File: config.mk
export PLATFORM = sky130hd
export DESIGN_NAME = velocity_mode_selector
export DESIGN_NICKNAME = d
export VERILOG_FILES = /design/src/velocity_mode_pkg.sv /design/src/velocity_mode_selector.sv
export SDC_FILE = /design/constraint.sdc
export NUM_CORES = 1
export LEC_CHECK = 0
export BUFFER_PORTS_ARGS = -buffer_cell sky130_fd_sc_hd__buf_4
export CORE_UTILIZATION = 33
export CTS_CLUSTER_SIZE = 16
export DETAILED_ROUTE_END_ITERATION = 10
export PLACE_DENSITY = 0.61
export SYNTH_ARGS = -nofsm -noshare
export SYNTH_HDL_FRONTEND = slang
export SYNTH_SLANG_ARGS = --single-unit
File: constraint.sdc
create_clock -name hclk -period 5.5 [get_ports hclk]
set_clock_uncertainty 0.05 [all_clocks]
set_input_delay 0.55 -clock hclk [delete_from_list [all_inputs] [get_ports hclk]]
set_output_delay 0.55 -clock hclk [all_outputs]
set_load 0.005 [all_outputs]
File: src/velocity_mode_pkg.sv
// Summary of operation
// standstill flag sets once 2^20 clocks pass after the last step pulse.
// after standstill, wait delay times 2^18 clocks, then start current power down.
// measure clocks between two 1/256 microsteps and expose it read only.
// on counter overflow or standstill the interval reads as (2^20)-1.
// interval at or above quiet threshold enables voltage pwm, blocks speed mode.
// between high and load thresholds: load-adaptive current on, voltage pwm off.
// interval at or below load threshold enables stop-on-stall and stall output.
// interval at or below high threshold: load-adaptive off, voltage pwm off.
// high region with chopper bit: force mode select 1, fast decay time 0.
// high region with fullstep bit: fullstep, stall detection from speed mode.
// fullstep entered only at 45 degrees, target current from table at 45.
// during high velocity chopper switching the off time is doubled.
// lower threshold uses raw interval, upper uses interval*15/16-1 or *31/32-1.
// pwm enable turns on only at standstill; software sets it at standstill.
// interval normalised to 256 microstep resolution whatever the microstep setting.
// standstill flag selects hold current instead of run current.
// comparisons re-run when a measurement completes or saturates, next cycle.
// step source delivers single clean pulses synchronous to the clock.
`default_nettype none
package velocity_mode_pkg;
	localparam int          IVW            = 20;
	localparam logic [19:0] INTERVAL_MAX   = 20'hfffff;
	localparam int          STANDSTILL_CLK = 1048576;
	localparam int          PD_UNIT_CLK    = 262144;
	localparam int          MAX_SHIFT      = 8;
	// ******************************
	// register byte offsets
	// ******************************
	localparam logic [7:0] OFS_CTRL      = 8'h00;
	localparam logic [7:0] OFS_CURRENT   = 8'h04;
	localparam logic [7:0] OFS_PD_DELAY  = 8'h08;
	localparam logic [7:0] OFS_INTERVAL  = 8'h0c;
	localparam logic [7:0] OFS_PWM_THR   = 8'h10;
	localparam logic [7:0] OFS_LOAD_THR  = 8'h14;
	localparam logic [7:0] OFS_HIGH_THR  = 8'h18;
	localparam logic [7:0] OFS_STATUS    = 8'h1c;
	localparam logic [7:0] OFS_IRQ_STAT  = 8'h20;
	localparam logic [7:0] OFS_IRQ_MASK  = 8'h24;
	// ******************************
	// field positions
	// ******************************
	localparam int CTRL_PWM_EN  = 0;
	localparam int CTRL_LOAD_EN = 1;
	localparam int CTRL_STALL   = 2;
	localparam int CTRL_SPEED   = 3;
	localparam int CTRL_SMALLH  = 4;
	localparam int CTRL_HFS     = 5;
	localparam int CTRL_HCHM    = 6;
	localparam int CTRL_SHIFT   = 8;
	localparam int CUR_HOLD     = 8;
	localparam int EV_STST      = 0;
	localparam int EV_HIGH      = 1;
	localparam int EV_PDOWN     = 2;
	localparam int NEV          = 3;
	localparam logic [31:0] CTRL_RESET = 32'h0000_0000;
	localparam logic [31:0] CUR_RESET  = 32'h0000_101f;
	localparam logic [19:0] THR_RESET  = 20'h00000;
	localparam logic [7:0]  PD_RESET   = 8'h0a;
	typedef enum logic [1:0] {
		FS_MICRO   = 2'b00,
		FS_PENDING = 2'b01,
		FS_FULL    = 2'b10
	} fs_state_type;
	typedef struct packed {
		logic quiet_pwm;
		logic load_adapt;
		logic speed_mode;
		logic stall_stop;
		logic stall_out;
		logic chm_force;
		logic fast_decay_zero;
		logic off_time_double;
	} mode_flags_type;
endpackage : velocity_mode_pkg
`default_nettype wire

File: src/velocity_mode_selector.sv
`default_nettype none
module velocity_mode_selector #(
	parameter int STANDSTILL_CYCLES = velocity_mode_pkg::STANDSTILL_CLK,
	parameter int PD_UNIT_CYCLES    = velocity_mode_pkg::PD_UNIT_CLK
) (
	input  wire logic                            hclk,
	input  wire logic                            hresetn,
	input  wire logic                            hsel,
	input  wire logic [31:0]                     haddr,
	input  wire logic [1:0]                      htrans,
	input  wire logic                            hwrite,
	input  wire logic [2:0]                      hsize,
	input  wire logic [31:0]                     hwdata,
	input  wire logic                            hready,
	output logic [31:0]                          hrdata,
	output logic                                 hreadyout,
	output logic                                 hresp,
	output logic                                 irq,
	input  wire logic                            step_pulse,
	input  wire logic                            at_45_deg,
	input  wire logic [7:0]                      table_current,
	output velocity_mode_pkg::mode_flags_type    modes,
	output logic                                 fullstep,
	output logic                                 stall_from_speed,
	output logic [7:0]                           fullstep_current,
	output logic                                 standstill,
	output logic                                 power_down,
	output logic [4:0]                           current_scale
);
	localparam logic [20:0] STST_CNT = 21'(STANDSTILL_CYCLES);
	localparam logic [17:0] PD_LAST  = 18'(PD_UNIT_CYCLES - 1);

	function automatic logic hit(input logic [19:0] v, input logic [19:0] t, input logic strict);
		hit = strict ? (v < t) : (v <= t);
	endfunction : hit

	// ******************************
	// register bus
	// ******************************
	logic [31:0] ctrl_reg;
	logic [31:0] cur_reg;
	logic [7:0]  pd_delay_reg;
	logic [19:0] pwm_thr_reg;
	logic [19:0] load_thr_reg;
	logic [19:0] high_thr_reg;
	logic [velocity_mode_pkg::NEV-1:0] irq_stat_reg;
	logic [velocity_mode_pkg::NEV-1:0] irq_mask_reg;
	logic        wr_pend_reg;
	logic [7:0]  wr_addr_reg;
	logic [31:0] hrdata_reg;
	logic        irq_reg;

	wire         addr_ok = hsel & hready & htrans[1];
	wire         wr_go   = wr_pend_reg;
	wire [7:0]   ra      = haddr[7:0];
	wire [velocity_mode_pkg::NEV-1:0] events;
	wire [velocity_mode_pkg::NEV-1:0] irq_clr =
		(wr_go && wr_addr_reg == velocity_mode_pkg::OFS_IRQ_STAT) ?
		hwdata[velocity_mode_pkg::NEV-1:0] : '0;
	wire [velocity_mode_pkg::NEV-1:0] irq_stat_next = events | (irq_stat_reg & ~irq_clr);

	// ******************************
	// step interval measurement
	// ******************************
	logic [20:0] since_step_reg;
	logic [19:0] interval_reg;
	logic        stst_reg;
	logic        eval_reg;

	wire [3:0]  shift_raw = ctrl_reg[velocity_mode_pkg::CTRL_SHIFT +: 4];
	wire [3:0]  shift     = (shift_raw > 4'(velocity_mode_pkg::MAX_SHIFT)) ?
		4'(velocity_mode_pkg::MAX_SHIFT) : shift_raw;
	// the taken edge itself belongs to the interval, so a period of n clocks reads n
	wire [20:0] elapsed   = since_step_reg + 21'h000001;
	wire [20:0] norm      = elapsed >> shift;
	wire        stst_hit  = !step_pulse && (since_step_reg == STST_CNT - 21'h000001);
	// a first pulse after standstill or past the counter top reports the saturated code
	wire        ovf       = stst_reg || norm[20] || since_step_reg >= STST_CNT;

	always_ff @(posedge hclk or negedge hresetn) begin
		if (!hresetn) begin
			since_step_reg <= 21'h000000;
			stst_reg       <= 1'b1;
			interval_reg   <= velocity_mode_pkg::INTERVAL_MAX;
			eval_reg       <= 1'b0;
		end else begin
			eval_reg <= step_pulse | stst_hit;
			if (step_pulse) begin
				since_step_reg <= 21'h000000;
				stst_reg       <= 1'b0;
				interval_reg   <= ovf ? velocity_mode_pkg::INTERVAL_MAX : norm[19:0];
			end else begin
				// stops at its top so a long stop cannot wrap into a short interval
				if (since_step_reg != STST_CNT)
					since_step_reg <= since_step_reg + 21'h000001;
				if (stst_hit) begin
					stst_reg     <= 1'b1;
					interval_reg <= velocity_mode_pkg::INTERVAL_MAX;
				end
			end
		end
	end

	// ******************************
	// threshold comparison with hysteresis
	// ******************************
	// the reduced interval only decides whether a fast region is kept, so a jittery
	// measurement near a threshold cannot make the modes toggle
	wire        small_h = ctrl_reg[velocity_mode_pkg::CTRL_SMALLH];
	wire [19:0] hyst    = small_h ? (interval_reg >> 5) : (interval_reg >> 4);
	wire [19:0] part    = interval_reg - hyst;
	wire [19:0] reduced = (part == 20'h00000) ? 20'h00000 : part - 20'h00001;
	wire [2:0][19:0] thr = {high_thr_reg, load_thr_reg, pwm_thr_reg};
	logic [2:0] fast_reg;

	// index 0 is the pwm limit and compares strictly, 1 the load limit, 2 the high limit
	for (genvar i = 0; i < 3; i++) begin : g_cmp
		wire strict = (i == 0);
		wire fast_next = fast_reg[i] ? hit(reduced, thr[i], strict) : hit(interval_reg, thr[i], strict);
		always_ff @(posedge hclk or negedge hresetn) begin
			if (!hresetn)
				fast_reg[i] <= 1'b0;
			else if (eval_reg)
				fast_reg[i] <= fast_next;
		end
	end

	wire pwm_slow  = !fast_reg[0];
	wire load_zone = fast_reg[1];
	wire high_zone = fast_reg[2];

	// ******************************
	// mode enables
	// ******************************
	logic pwm_active_reg;
	velocity_mode_pkg::mode_flags_type modes_reg;
	wire  hchm = ctrl_reg[velocity_mode_pkg::CTRL_HCHM];
	velocity_mode_pkg::mode_flags_type modes_next;

	assign modes_next.quiet_pwm       = pwm_active_reg & pwm_slow & !load_zone & !high_zone;
	assign modes_next.load_adapt      = ctrl_reg[velocity_mode_pkg::CTRL_LOAD_EN] & load_zone & !high_zone;
	assign modes_next.speed_mode      = ctrl_reg[velocity_mode_pkg::CTRL_SPEED] & !pwm_slow;
	assign modes_next.stall_stop      = ctrl_reg[velocity_mode_pkg::CTRL_STALL] & load_zone;
	assign modes_next.stall_out       = ctrl_reg[velocity_mode_pkg::CTRL_STALL] & load_zone;
	assign modes_next.chm_force       = hchm & high_zone;
	assign modes_next.fast_decay_zero = hchm & high_zone;
	assign modes_next.off_time_double = hchm & high_zone;

	always_ff @(posedge hclk or negedge hresetn) begin
		if (!hresetn)
			pwm_active_reg <= 1'b0;
		else if (!ctrl_reg[velocity_mode_pkg::CTRL_PWM_EN])
			pwm_active_reg <= 1'b0;
		// switching on waits for standstill, so the chopper never changes over in mid move
		else if (stst_reg)
			pwm_active_reg <= 1'b1;
	end

	always_ff @(posedge hclk or negedge hresetn) begin
		if (!hresetn)
			modes_reg <= '0;
		else
			modes_reg <= modes_next;
	end

	// ******************************
	// fullstep switching
	// ******************************
	velocity_mode_pkg::fs_state_type fs_reg;
	velocity_mode_pkg::fs_state_type fs_next;
	logic [7:0] fs_cur_reg;
	wire  fs_req = ctrl_reg[velocity_mode_pkg::CTRL_HFS] & high_zone;

	always_comb begin
		fs_next = fs_reg;
		case (fs_reg)
			velocity_mode_pkg::FS_MICRO: begin
				if (fs_req)
					fs_next = at_45_deg ? velocity_mode_pkg::FS_FULL : velocity_mode_pkg::FS_PENDING;
			end
			velocity_mode_pkg::FS_PENDING: begin
				if (!fs_req)
					fs_next = velocity_mode_pkg::FS_MICRO;
				else if (at_45_deg)
					fs_next = velocity_mode_pkg::FS_FULL;
			end
			velocity_mode_pkg::FS_FULL: begin
				// leaving also waits for 45 degrees so the coil currents stay continuous
				if (!fs_req && at_45_deg)
					fs_next = velocity_mode_pkg::FS_MICRO;
			end
			default: fs_next = velocity_mode_pkg::FS_MICRO;
		endcase
	end

	always_ff @(posedge hclk or negedge hresetn) begin
		if (!hresetn) begin
			fs_reg     <= velocity_mode_pkg::FS_MICRO;
			fs_cur_reg <= 8'h00;
		end else begin
			fs_reg <= fs_next;
			// the table value at the 45 degree point becomes the fullstep target
			if (fs_reg != velocity_mode_pkg::FS_FULL && fs_next == velocity_mode_pkg::FS_FULL)
				fs_cur_reg <= table_current;
		end
	end

	// ******************************
	// standstill power down
	// ******************************
	logic [17:0] pd_pre_reg;
	logic [7:0]  pd_cnt_reg;
	logic        pd_reg;
	logic        high_seen_reg;
	logic        stst_seen_reg;
	wire         pd_tick = (pd_pre_reg == PD_LAST);
	// a step in the same cycle wins, so power down never starts while the motor moves
	wire         pd_due  = stst_reg && !step_pulse && !pd_reg && pd_cnt_reg == pd_delay_reg;

	always_ff @(posedge hclk or negedge hresetn) begin
		if (!hresetn) begin
			pd_pre_reg <= 18'h00000;
			pd_cnt_reg <= 8'h00;
			pd_reg     <= 1'b0;
		end else if (!stst_reg || step_pulse) begin
			pd_pre_reg <= 18'h00000;
			pd_cnt_reg <= 8'h00;
			pd_reg     <= 1'b0;
		end else if (pd_due) begin
			pd_reg <= 1'b1;
		end else if (!pd_reg) begin
			pd_pre_reg <= pd_tick ? 18'h00000 : pd_pre_reg + 18'h00001;
			if (pd_tick)
				pd_cnt_reg <= pd_cnt_reg + 8'h01;
		end
	end

	// ******************************
	// events and outputs
	// ******************************
	assign events[velocity_mode_pkg::EV_STST]  = stst_reg & !stst_seen_reg;
	assign events[velocity_mode_pkg::EV_HIGH]  = high_zone & !high_seen_reg;
	assign events[velocity_mode_pkg::EV_PDOWN] = pd_due;

	wire [31:0] status_word = {
		22'h000000,
		fs_reg == velocity_mode_pkg::FS_FULL,
		pwm_active_reg,
		modes_reg.quiet_pwm,
		modes_reg.load_adapt,
		high_zone,
		load_zone,
		pwm_slow,
		pd_reg,
		1'b0,
		stst_reg
	};

	wire [31:0] rd_mux =
		(ra == velocity_mode_pkg::OFS_CTRL)     ? ctrl_reg :
		(ra == velocity_mode_pkg::OFS_CURRENT)  ? cur_reg :
		(ra == velocity_mode_pkg::OFS_PD_DELAY) ? {24'h000000, pd_delay_reg} :
		(ra == velocity_mode_pkg::OFS_INTERVAL) ? {12'h000, interval_reg} :
		(ra == velocity_mode_pkg::OFS_PWM_THR)  ? {12'h000, pwm_thr_reg} :
		(ra == velocity_mode_pkg::OFS_LOAD_THR) ? {12'h000, load_thr_reg} :
		(ra == velocity_mode_pkg::OFS_HIGH_THR) ? {12'h000, high_thr_reg} :
		(ra == velocity_mode_pkg::OFS_STATUS)   ? status_word :
		(ra == velocity_mode_pkg::OFS_IRQ_STAT) ? {29'h00000000, irq_stat_reg} :
		(ra == velocity_mode_pkg::OFS_IRQ_MASK) ? {29'h00000000, irq_mask_reg} : 32'h00000000;

	always_ff @(posedge hclk or negedge hresetn) begin
		if (!hresetn) begin
			wr_pend_reg  <= 1'b0;
			wr_addr_reg  <= 8'h00;
			hrdata_reg   <= 32'h00000000;
			ctrl_reg     <= velocity_mode_pkg::CTRL_RESET;
			cur_reg      <= velocity_mode_pkg::CUR_RESET;
			pd_delay_reg <= velocity_mode_pkg::PD_RESET;
			pwm_thr_reg  <= velocity_mode_pkg::THR_RESET;
			load_thr_reg <= velocity_mode_pkg::THR_RESET;
			high_thr_reg <= velocity_mode_pkg::THR_RESET;
			irq_mask_reg <= '0;
		end else begin
			wr_pend_reg <= addr_ok & hwrite;
			if (addr_ok)
				wr_addr_reg <= ra;
			if (addr_ok & !hwrite)
				hrdata_reg <= rd_mux;
			if (wr_go) begin
				case (wr_addr_reg)
					velocity_mode_pkg::OFS_CTRL:     ctrl_reg     <= {20'h00000, hwdata[11:8], 1'b0, hwdata[6:0]};
					velocity_mode_pkg::OFS_CURRENT:  cur_reg      <= {19'h00000, hwdata[12:8], 3'h0, hwdata[4:0]};
					velocity_mode_pkg::OFS_PD_DELAY: pd_delay_reg <= hwdata[7:0];
					velocity_mode_pkg::OFS_PWM_THR:  pwm_thr_reg  <= hwdata[19:0];
					velocity_mode_pkg::OFS_LOAD_THR: load_thr_reg <= hwdata[19:0];
					velocity_mode_pkg::OFS_HIGH_THR: high_thr_reg <= hwdata[19:0];
					velocity_mode_pkg::OFS_IRQ_MASK: irq_mask_reg <= hwdata[velocity_mode_pkg::NEV-1:0];
					// read-only and unmapped offsets ignore writes
					default: ;
				endcase
			end
		end
	end

	always_ff @(posedge hclk or negedge hresetn) begin
		if (!hresetn) begin
			irq_stat_reg  <= '0;
			irq_reg       <= 1'b0;
			high_seen_reg <= 1'b0;
			stst_seen_reg <= 1'b1;
		end else begin
			irq_stat_reg  <= irq_stat_next; // set wins over a same-cycle clear
			// built from the next status, so the pin rises together with its bit
			irq_reg       <= |(irq_stat_next & irq_mask_reg);
			high_seen_reg <= high_zone;
			stst_seen_reg <= stst_reg;
		end
	end

	// one cycle late against standstill, the price of a pin driven from a flop
	logic [4:0] cur_sel_reg;
	always_ff @(posedge hclk or negedge hresetn) begin
		if (!hresetn)
			cur_sel_reg <= 5'h00;
		else
			cur_sel_reg <= stst_reg ? cur_reg[velocity_mode_pkg::CUR_HOLD +: 5] : cur_reg[4:0];
	end

	assign hrdata           = hrdata_reg;
	// zero wait states: every register answers in its data phase
	assign hreadyout        = 1'b1;
	assign hresp            = 1'b0;
	assign irq              = irq_reg;
	assign modes            = modes_reg;
	// the full step state alone has bit 1 of the code set, so both pins come from the state flop
	assign fullstep         = fs_reg[1];
	assign stall_from_speed = fs_reg[1];
	assign fullstep_current = fs_cur_reg;
	assign standstill       = stst_reg;
	assign power_down       = pd_reg;
	assign current_scale    = cur_sel_reg;
endmodule : velocity_mode_selector
`default_nettype wire

# Word-level counts from Yosys, hierarchy flattened
# Cells that the tools add are included.
[word_totals]
regBits = 233
input_bits = 84
output_inout_bits = 60
[classes]
addsub = 5
n_lt_le_gt_ge = 8
eq_ne = 27
shifts = 1
n_mux = 43
bitwise = 20
n_reduce_logical = 38
[ops]
columns = ["cell", "count"]
rows = [
  ["20-bit two-way mux", 11],
  ["20-bit <= comparator", 4],
  ["18-bit two-way mux", 4],
  ["8-bit by 5-bit == test with 1-bit output, second input constant", 7],
  ["21-bit two-way mux", 2],
  ["20-bit < comparator", 2],
  ["8-bit by 6-bit == test with 1-bit output, second input constant", 4],
  ["8-bit two-way mux", 4],
  ["8-bit by 4-bit == test with 1-bit output, second input constant", 3],
  ["21-bit by 1-bit adder with 21-bit output, second input constant", 1],
  ["21-bit by 20-bit == test with 1-bit output, second input constant", 1],
  ["21-bit >= comparator, second input constant", 1],
  ["21-bit != test, second input constant", 1],
  ["21-bit by 4-bit >> shifter with 21-bit output", 1],
  ["20-bit zero test", 1],
  ["20-bit by 1-bit subtractor with 20-bit output, second input constant", 1],
  ["20-bit by 16-bit subtractor with 20-bit output", 1],
  ["18-bit by 1-bit adder with 18-bit output, second input constant", 1],
  ["18-bit == test, second input constant", 1],
  ["8-bit by 3-bit == test with 1-bit output, second input constant", 2],
  ["8-bit zero test", 2],
  ["16-bit two-way mux", 1],
  ["2-bit AND reduction", 8],
  ["1-bit bitwise AND", 15],
  ["25 further kinds", 63],
]

# Depth between registers and ports, before layout
[depth]
word_depth = 11
ltp_mapped = 27

# Least setup slack after synthesis
# Ideal clock, no wire load.
[synth_path]
path_kind = "register to register"
startpoint = "register ctrl_reg[4]"
endpoint = "register fast_reg[1] (netlist: load_zone)"
arrival_ns = 5.832
slack_ns = -0.464
path_stages_with_launch = 27
synth_period_minus_slack_ns = 5.964
cell_sequence = "dfrtp_1 clkbuf_1 clkbuf_1 mux2i_1 ha_1 o211a_1 a21boi_2 o21a_1 or3_1 and2_1 nor4_2 and3_1 buf_2 clkbuf_1 nor2_1 ha_1 nor2b_1 o211ai_1 a21oi_1 a2111oi_0 o21ai_0 nor2b_1 o2111ai_1 nand4_1 nor2_1 o311ai_1 a31oi_1"
[synth_between]
elab_chain_cells = 6
word_cells_on_any_way = 7
cone_classes = "add/sub: 2; order compare: 1; mux: 3; reduce/logical: 1"
[synth_rtl]
columns = ["element", "line_no", "source"]
rows = [
  ["from (decl)", "velocity_mode_selector.sv:40", "logic [31:0] ctrl_reg;"],
  ["from (signal assigned)", "velocity_mode_selector.sv:276", "ctrl_reg <= velocity_mode_pkg::CTRL_RESET;"],
  ["from (signal assigned)", "velocity_mode_selector.sv:291", "velocity_mode_pkg::OFS_CTRL: ctrl_reg <= {20'h00000, hwdata[11:8], 1'b0, hwdata[6:0]};"],
  ["16-bit two-way mux *", "velocity_mode_selector.sv:110", "wire [19:0] hyst = small_h ? (interval_reg >> 5) : (interval_reg >> 4);"],
  ["20-bit by 16-bit subtractor with 20-bit output *", "velocity_mode_selector.sv:111", "wire [19:0] part = interval_reg - hyst;"],
  ["20-bit by 1-bit subtractor with 20-bit output or 20-bit zero test (tied branches)", "velocity_mode_selector.sv:112", "wire [19:0] reduced = (part == 20'h00000) ? 20'h00000 : part - 20'h00001;"],
  ["20-bit two-way mux *", "velocity_mode_selector.sv:112", ""],
  ["20-bit <= comparator *", "velocity_mode_selector.sv:34", "hit = strict ? (v < t) : (v <= t);"],
  ["1-bit two-way mux *", "velocity_mode_selector.sv:119", "wire fast_next = fast_reg[i] ? hit(reduced, thr[i], strict) : hit(interval_reg, thr[i], strict);"],
  ["to (signal, indexed assignment)", "velocity_mode_selector.sv:124", "fast_reg[i] <= fast_next;"],
  ["to (decl)", "velocity_mode_selector.sv:114", "logic [2:0] fast_reg;"],
]
# Mark *: on every way between the ends. The rest lies on a longest branch, timed or not.
# A chain may end at the register's enable or synchronous reset.

# Worst setup path in the final report
[layout_path]
startpoint = "register interval_reg[5]"
endpoint = "register fast_reg[2] (netlist: high_zone)"
[layout_between]
elab_chain_cells = 6
word_cells_on_any_way = 8
cone_classes = "add/sub: 2; order compare: 2; mux: 3; reduce/logical: 1"
[layout_rtl]
columns = ["element", "line_no", "source"]
rows = [
  ["from (decl)", "velocity_mode_selector.sv:66", "logic [19:0] interval_reg;"],
  ["from (signal assigned)", "velocity_mode_selector.sv:84", "interval_reg <= velocity_mode_pkg::INTERVAL_MAX;"],
  ["from (signal assigned)", "velocity_mode_selector.sv:91", "interval_reg <= ovf ? velocity_mode_pkg::INTERVAL_MAX : norm[19:0];"],
  ["from (signal assigned)", "velocity_mode_selector.sv:98", "interval_reg <= velocity_mode_pkg::INTERVAL_MAX;"],
  ["16-bit two-way mux", "velocity_mode_selector.sv:110", ""],
  ["20-bit by 16-bit subtractor with 20-bit output", "velocity_mode_selector.sv:111", ""],
  ["20-bit by 1-bit subtractor with 20-bit output or 20-bit zero test (tied branches)", "velocity_mode_selector.sv:112", ""],
  ["20-bit two-way mux", "velocity_mode_selector.sv:112", ""],
  ["20-bit <= comparator", "velocity_mode_selector.sv:34", ""],
  ["1-bit two-way mux *", "velocity_mode_selector.sv:119", ""],
]
# Marked as above.

==> results by group <==
Outcome
  – Status: finished, final reports clean

Timing
  – Final Max Tran Viols: 0
  – Endpoints failing setup: 0
  – Max_slew headroom: 24.77%
  – Final worst slack: 0.1045 ns
  – Tmin final: 5.395 ns
  – Final Cycle Share: 98.10%
  – Final hold vios: 0
  – Min Hold Slack: 0.07779 ns
  – Unrepaired setup endpoints after global routing: true
  – Fmax: 185.3 MHz
  – Slew @ Worst Pin: 1.126 ns

Floorplan
  – Placeable Area: 46,750 µm²
  – Starting Density: 33.60%
  – Row count: 79
  – Die W: 220.2 µm
  – I/O pin cnt: 144
  – Die Span Y: 220.2 µm
  – Die area: 48,490 µm²

Global routing
  – Global-route wire length before repair: 74,710 µm
  – Initial antenna violation count: 0
  – Gr ovfl total: 0
  – Vias in the first global route: 13,260
  – Total GRT Usage: 19.65%
  – Largest net degree at the start of global routing: 128

Critical path
  – Worst Path Class, Setup: reg2reg
  – Crit end category: flip-flop
  – Critical path launch point type: flip-flop
  – WP data required: 5.92 ns
  – Data arrival, critical path: 5.82 ns
  – CP max FO: 6

Synthesis
  – Library cells used by synthesis: 91
  – Post-Synthesis Cell Area: 15,710 µm²
  – Seq/Total Area, Yosys: 35.44%
  – Predominant post-synthesis flop cell: dfrtp_1
  – Largest family of logic cells by synthesized area: simple AND/OR/NAND/NOR gates
  – Multiplexer area fraction after synthesis: 13.05%
  – Post-synth EDFFs: 0
  – XOR/XNOR Fraction of Synth Area: 3.568%
  – Synth Area in Compound Gates: 15.86%
  – Simple-gate share of the synthesized area: 16.38%
  – Adder-cell share of the synthesized area: 10.94%
  – Synthesized instance count: 1,682
  – Ys async rst share: 100.0%
  – Yosys warnings: 0
  – Avg Cell Area, Syn: 9.341 µm²
  – Yosys reg bits: 221

Final layout
  – Antenna cell count: 0
  – P&R area growth vs syn: 18.93%
  – Share of layout cells above drive strength 1: 25.04%
  – # fillers: 4,570
  – Nets: 2,057
  – Largest register FFs: 21

Clocking
  – Clock Path Buffers: 3
  – Clock latency on the worst-skew pair: 0.56 ns
  – Total CTS buffers: 25
  – Hold-fix buffers at CTS: 0
  – CTS sink cnt: 221
  – Clock root cell: clkbuf_16
  – Number of H-tree levels: 1
  – Clock-pin slew on the worst setup and hold paths: 0.06 ns
  – CTS tree: yes

Power and ir drop
  – PwrDens: 318.3 nW/µm²
  – Total power: 5947 µW
  – Max VDD drop: 222.9 µV
  – P_leak: 0.008774 µW

Placed design
  – Dpl ws: -0.1581 ns
  – PortBufs: 89
  – Gpl congestion: 0.9755
  – Detailed Place HPWL: 36,350 µm

Drt
  – Drt drc: 0
  – Drt via density: 5.494
  – WL/cell: 19.34 µm
  – ANT nets after route: 0
  – 1st-iter DRT viols: 1,073
  – Total number of vias: 13,540
  – DRT Wirelength: 47,660 µm
  – Pre-Repair DR Iteration Count: 5

Worst hold path
  – HP Class: in2async

Flow run
  – Max cap viols: 0
routing by layer:
metal / track usage, % / wire length (µm)
met3: 1.979 / 2496
met5: 0 / 0
met2: 31.91 / 22020
met1: 26.84 / 21350
met4: 7.609 / 1794
report_power, final:
group	leakage (µW)	switching, µW	total, µW	internal [µW]
combinational	0.00559	1230	2320	1100
clock	0.000419	720	1710	987
sequential	0.00276	155	1920	1760
worst max-delay path, cell delays in order, from the launching register on:
cell	delay [ns]
dfstp_2	0.53
mux2_4	0.15
ha_4	0.11
inv_1	0.05
fa_2	0.39
a21o_1	0.23
a211o_1	0.31
or4_4	0.52
o211ai_2	0.09
nor3b_4	0.23
and3_2	0.25
and3_4	0.27
nor2_4	0.06
buf_4	0.15
ha_1	0.29
a21o_1	0.18
a21o_1	0.17
a21o_1	0.19
a21oi_2	0.15
o221ai_2	0.13
a21o_1	0.19
a21oi_2	0.17
a31oi_1	0.10
o21ai_1	0.13
a21boi_0	0.09
o22ai_1	0.12
cell families (layout without fill, tap and decap cells):
logic type	after synthesis	after routing
DFF	221	221
AOI/OAI and AO/OA	388	388
other	2	14
buffers and inverters	175	337
xor gates and xnor gates	64	64
and+or+nand+nor	509	510
muxes	186	186
adders and majority gates	137	137
cells in the mapped netlist, types with 7 or more instances:
cell,count,area share [%]
o21a_1,14,0.67
nand3_1,40,1.3
nor4_1,14,0.56
mux2_2,118,8.5
o211ai_1,9,0.43
a211oi_1,13,0.62
a211o_1,7,0.39
xor2_1,35,2.0
or3_1,8,0.32
mux2i_1,64,4.1
nand2b_1,22,0.88
xnor2_1,29,1.6
dfstp_2,30,5.0
o22ai_1,8,0.32
a21o_1,42,2.0
buf_4,21,1.0
ha_1,134,11
o21ai_0,106,3.4
nor3_1,25,0.80
a31oi_1,14,0.56
clkbuf_1,64,1.5
and3_1,25,1.0
nand2_1,137,3.3
nor2_1,125,3.0
nand4_1,33,1.3
nor2b_1,17,0.68
a21oi_1,105,3.3
inv_1,82,2.0
dfrtp_1,191,30
and2_1,15,0.60
area by class of cell:
| class | instances | area (µm²) | share of cell area (%) |
|---|---|---|---|
| Multi-Input combinational cell | 1299 | 9600 | 51.38 |
| Sequential cell | 221 | 5568 | 29.80 |
| Tap cell | 607 | 759.5 | 4.065 |
| Clock inverter | 12 | 115.1 | 0.6160 |
| Timing Repair Buffer | 209 | 1605 | 8.591 |
| Inverter | 82 | 307.8 | 1.647 |
| Clock buffer | 34 | 729.5 | 3.904 |
stage by stage:
stage | TNS [ns] | instances | utilization [%] | cell area [µm²]
6_report | 0 | 2464 | 39.97 | 18690
5_1_grt | -0.3849 | 2464 | 39.97 | 18690
4_1_cts | 0 | 2461 | 39.75 | 18580
3_5_place_dp | -0.2457 | 2415 | 37.88 | 17710
3_3_place_gp | -0.1472 | 2415 | 37.88 | 17710
2_1_floorplan | 0 | 1694 | - | 15770
placed cells by master (no fill, tap or decap), drive strengths merged, types with 5 or more instances in the layout:
| cell type | count |
|---|---|
| nor2b | 17 |
| nor3 | 26 |
| clkinv | 6 |
| nor3b | 5 |
| nand4 | 33 |
| a22o | 6 |
| a31oi | 14 |
| clkbuf | 34 |
| or3 | 8 |
| xnor2 | 29 |
| o21a | 14 |
| xor2 | 35 |
| nor2 | 126 |
| mux2 | 118 |
| or4 | 6 |
| inv | 85 |
| or2 | 8 |
| and3 | 29 |
| dfstp | 30 |
| a222oi | 6 |
| o211ai | 11 |
| nand2b | 22 |
| a211o | 7 |
| mux2i | 65 |
| o31ai | 7 |
| a21o | 44 |
| nor4 | 17 |
| and2 | 17 |
| ha | 134 |
| a211oi | 16 |
| o21ai | 110 |
| dfrtp | 191 |
| nand2 | 137 |
| nand3 | 41 |
| o22ai | 8 |
| a21oi | 106 |
| buf | 209 |
| conb | 14 |
| and4 | 6 |
repair_timing:
item / CTS / global route
setup buffers: 0 / 3
pin swaps: 1 / 19
endpoints found under the setup margin: 3 / 3
resized for setup: 8 / 22
gates cloned: 0 / 1
path summary, 6_finish.rpt:
check | startpoint | endpoint | slack [ns] | cells past startpoint
setup / recovery | interval_reg[5] | high_zone | 0.10 | 25
hold / removal | hresetn | since_step_reg[16] | 0.08 | 1
setup reg to reg | interval_reg[5] | high_zone | 0.10 | 25
hold reg to reg | high_seen_reg | irq_stat_reg[1] | 0.42 | 1
max in group asynchronous | hresetn | high_thr_reg[10] | 4.20 | 2
min in group hclk | at_45_deg | fs_reg[0] | 0.12 | 2
Power figures use the tool's default switching activity.
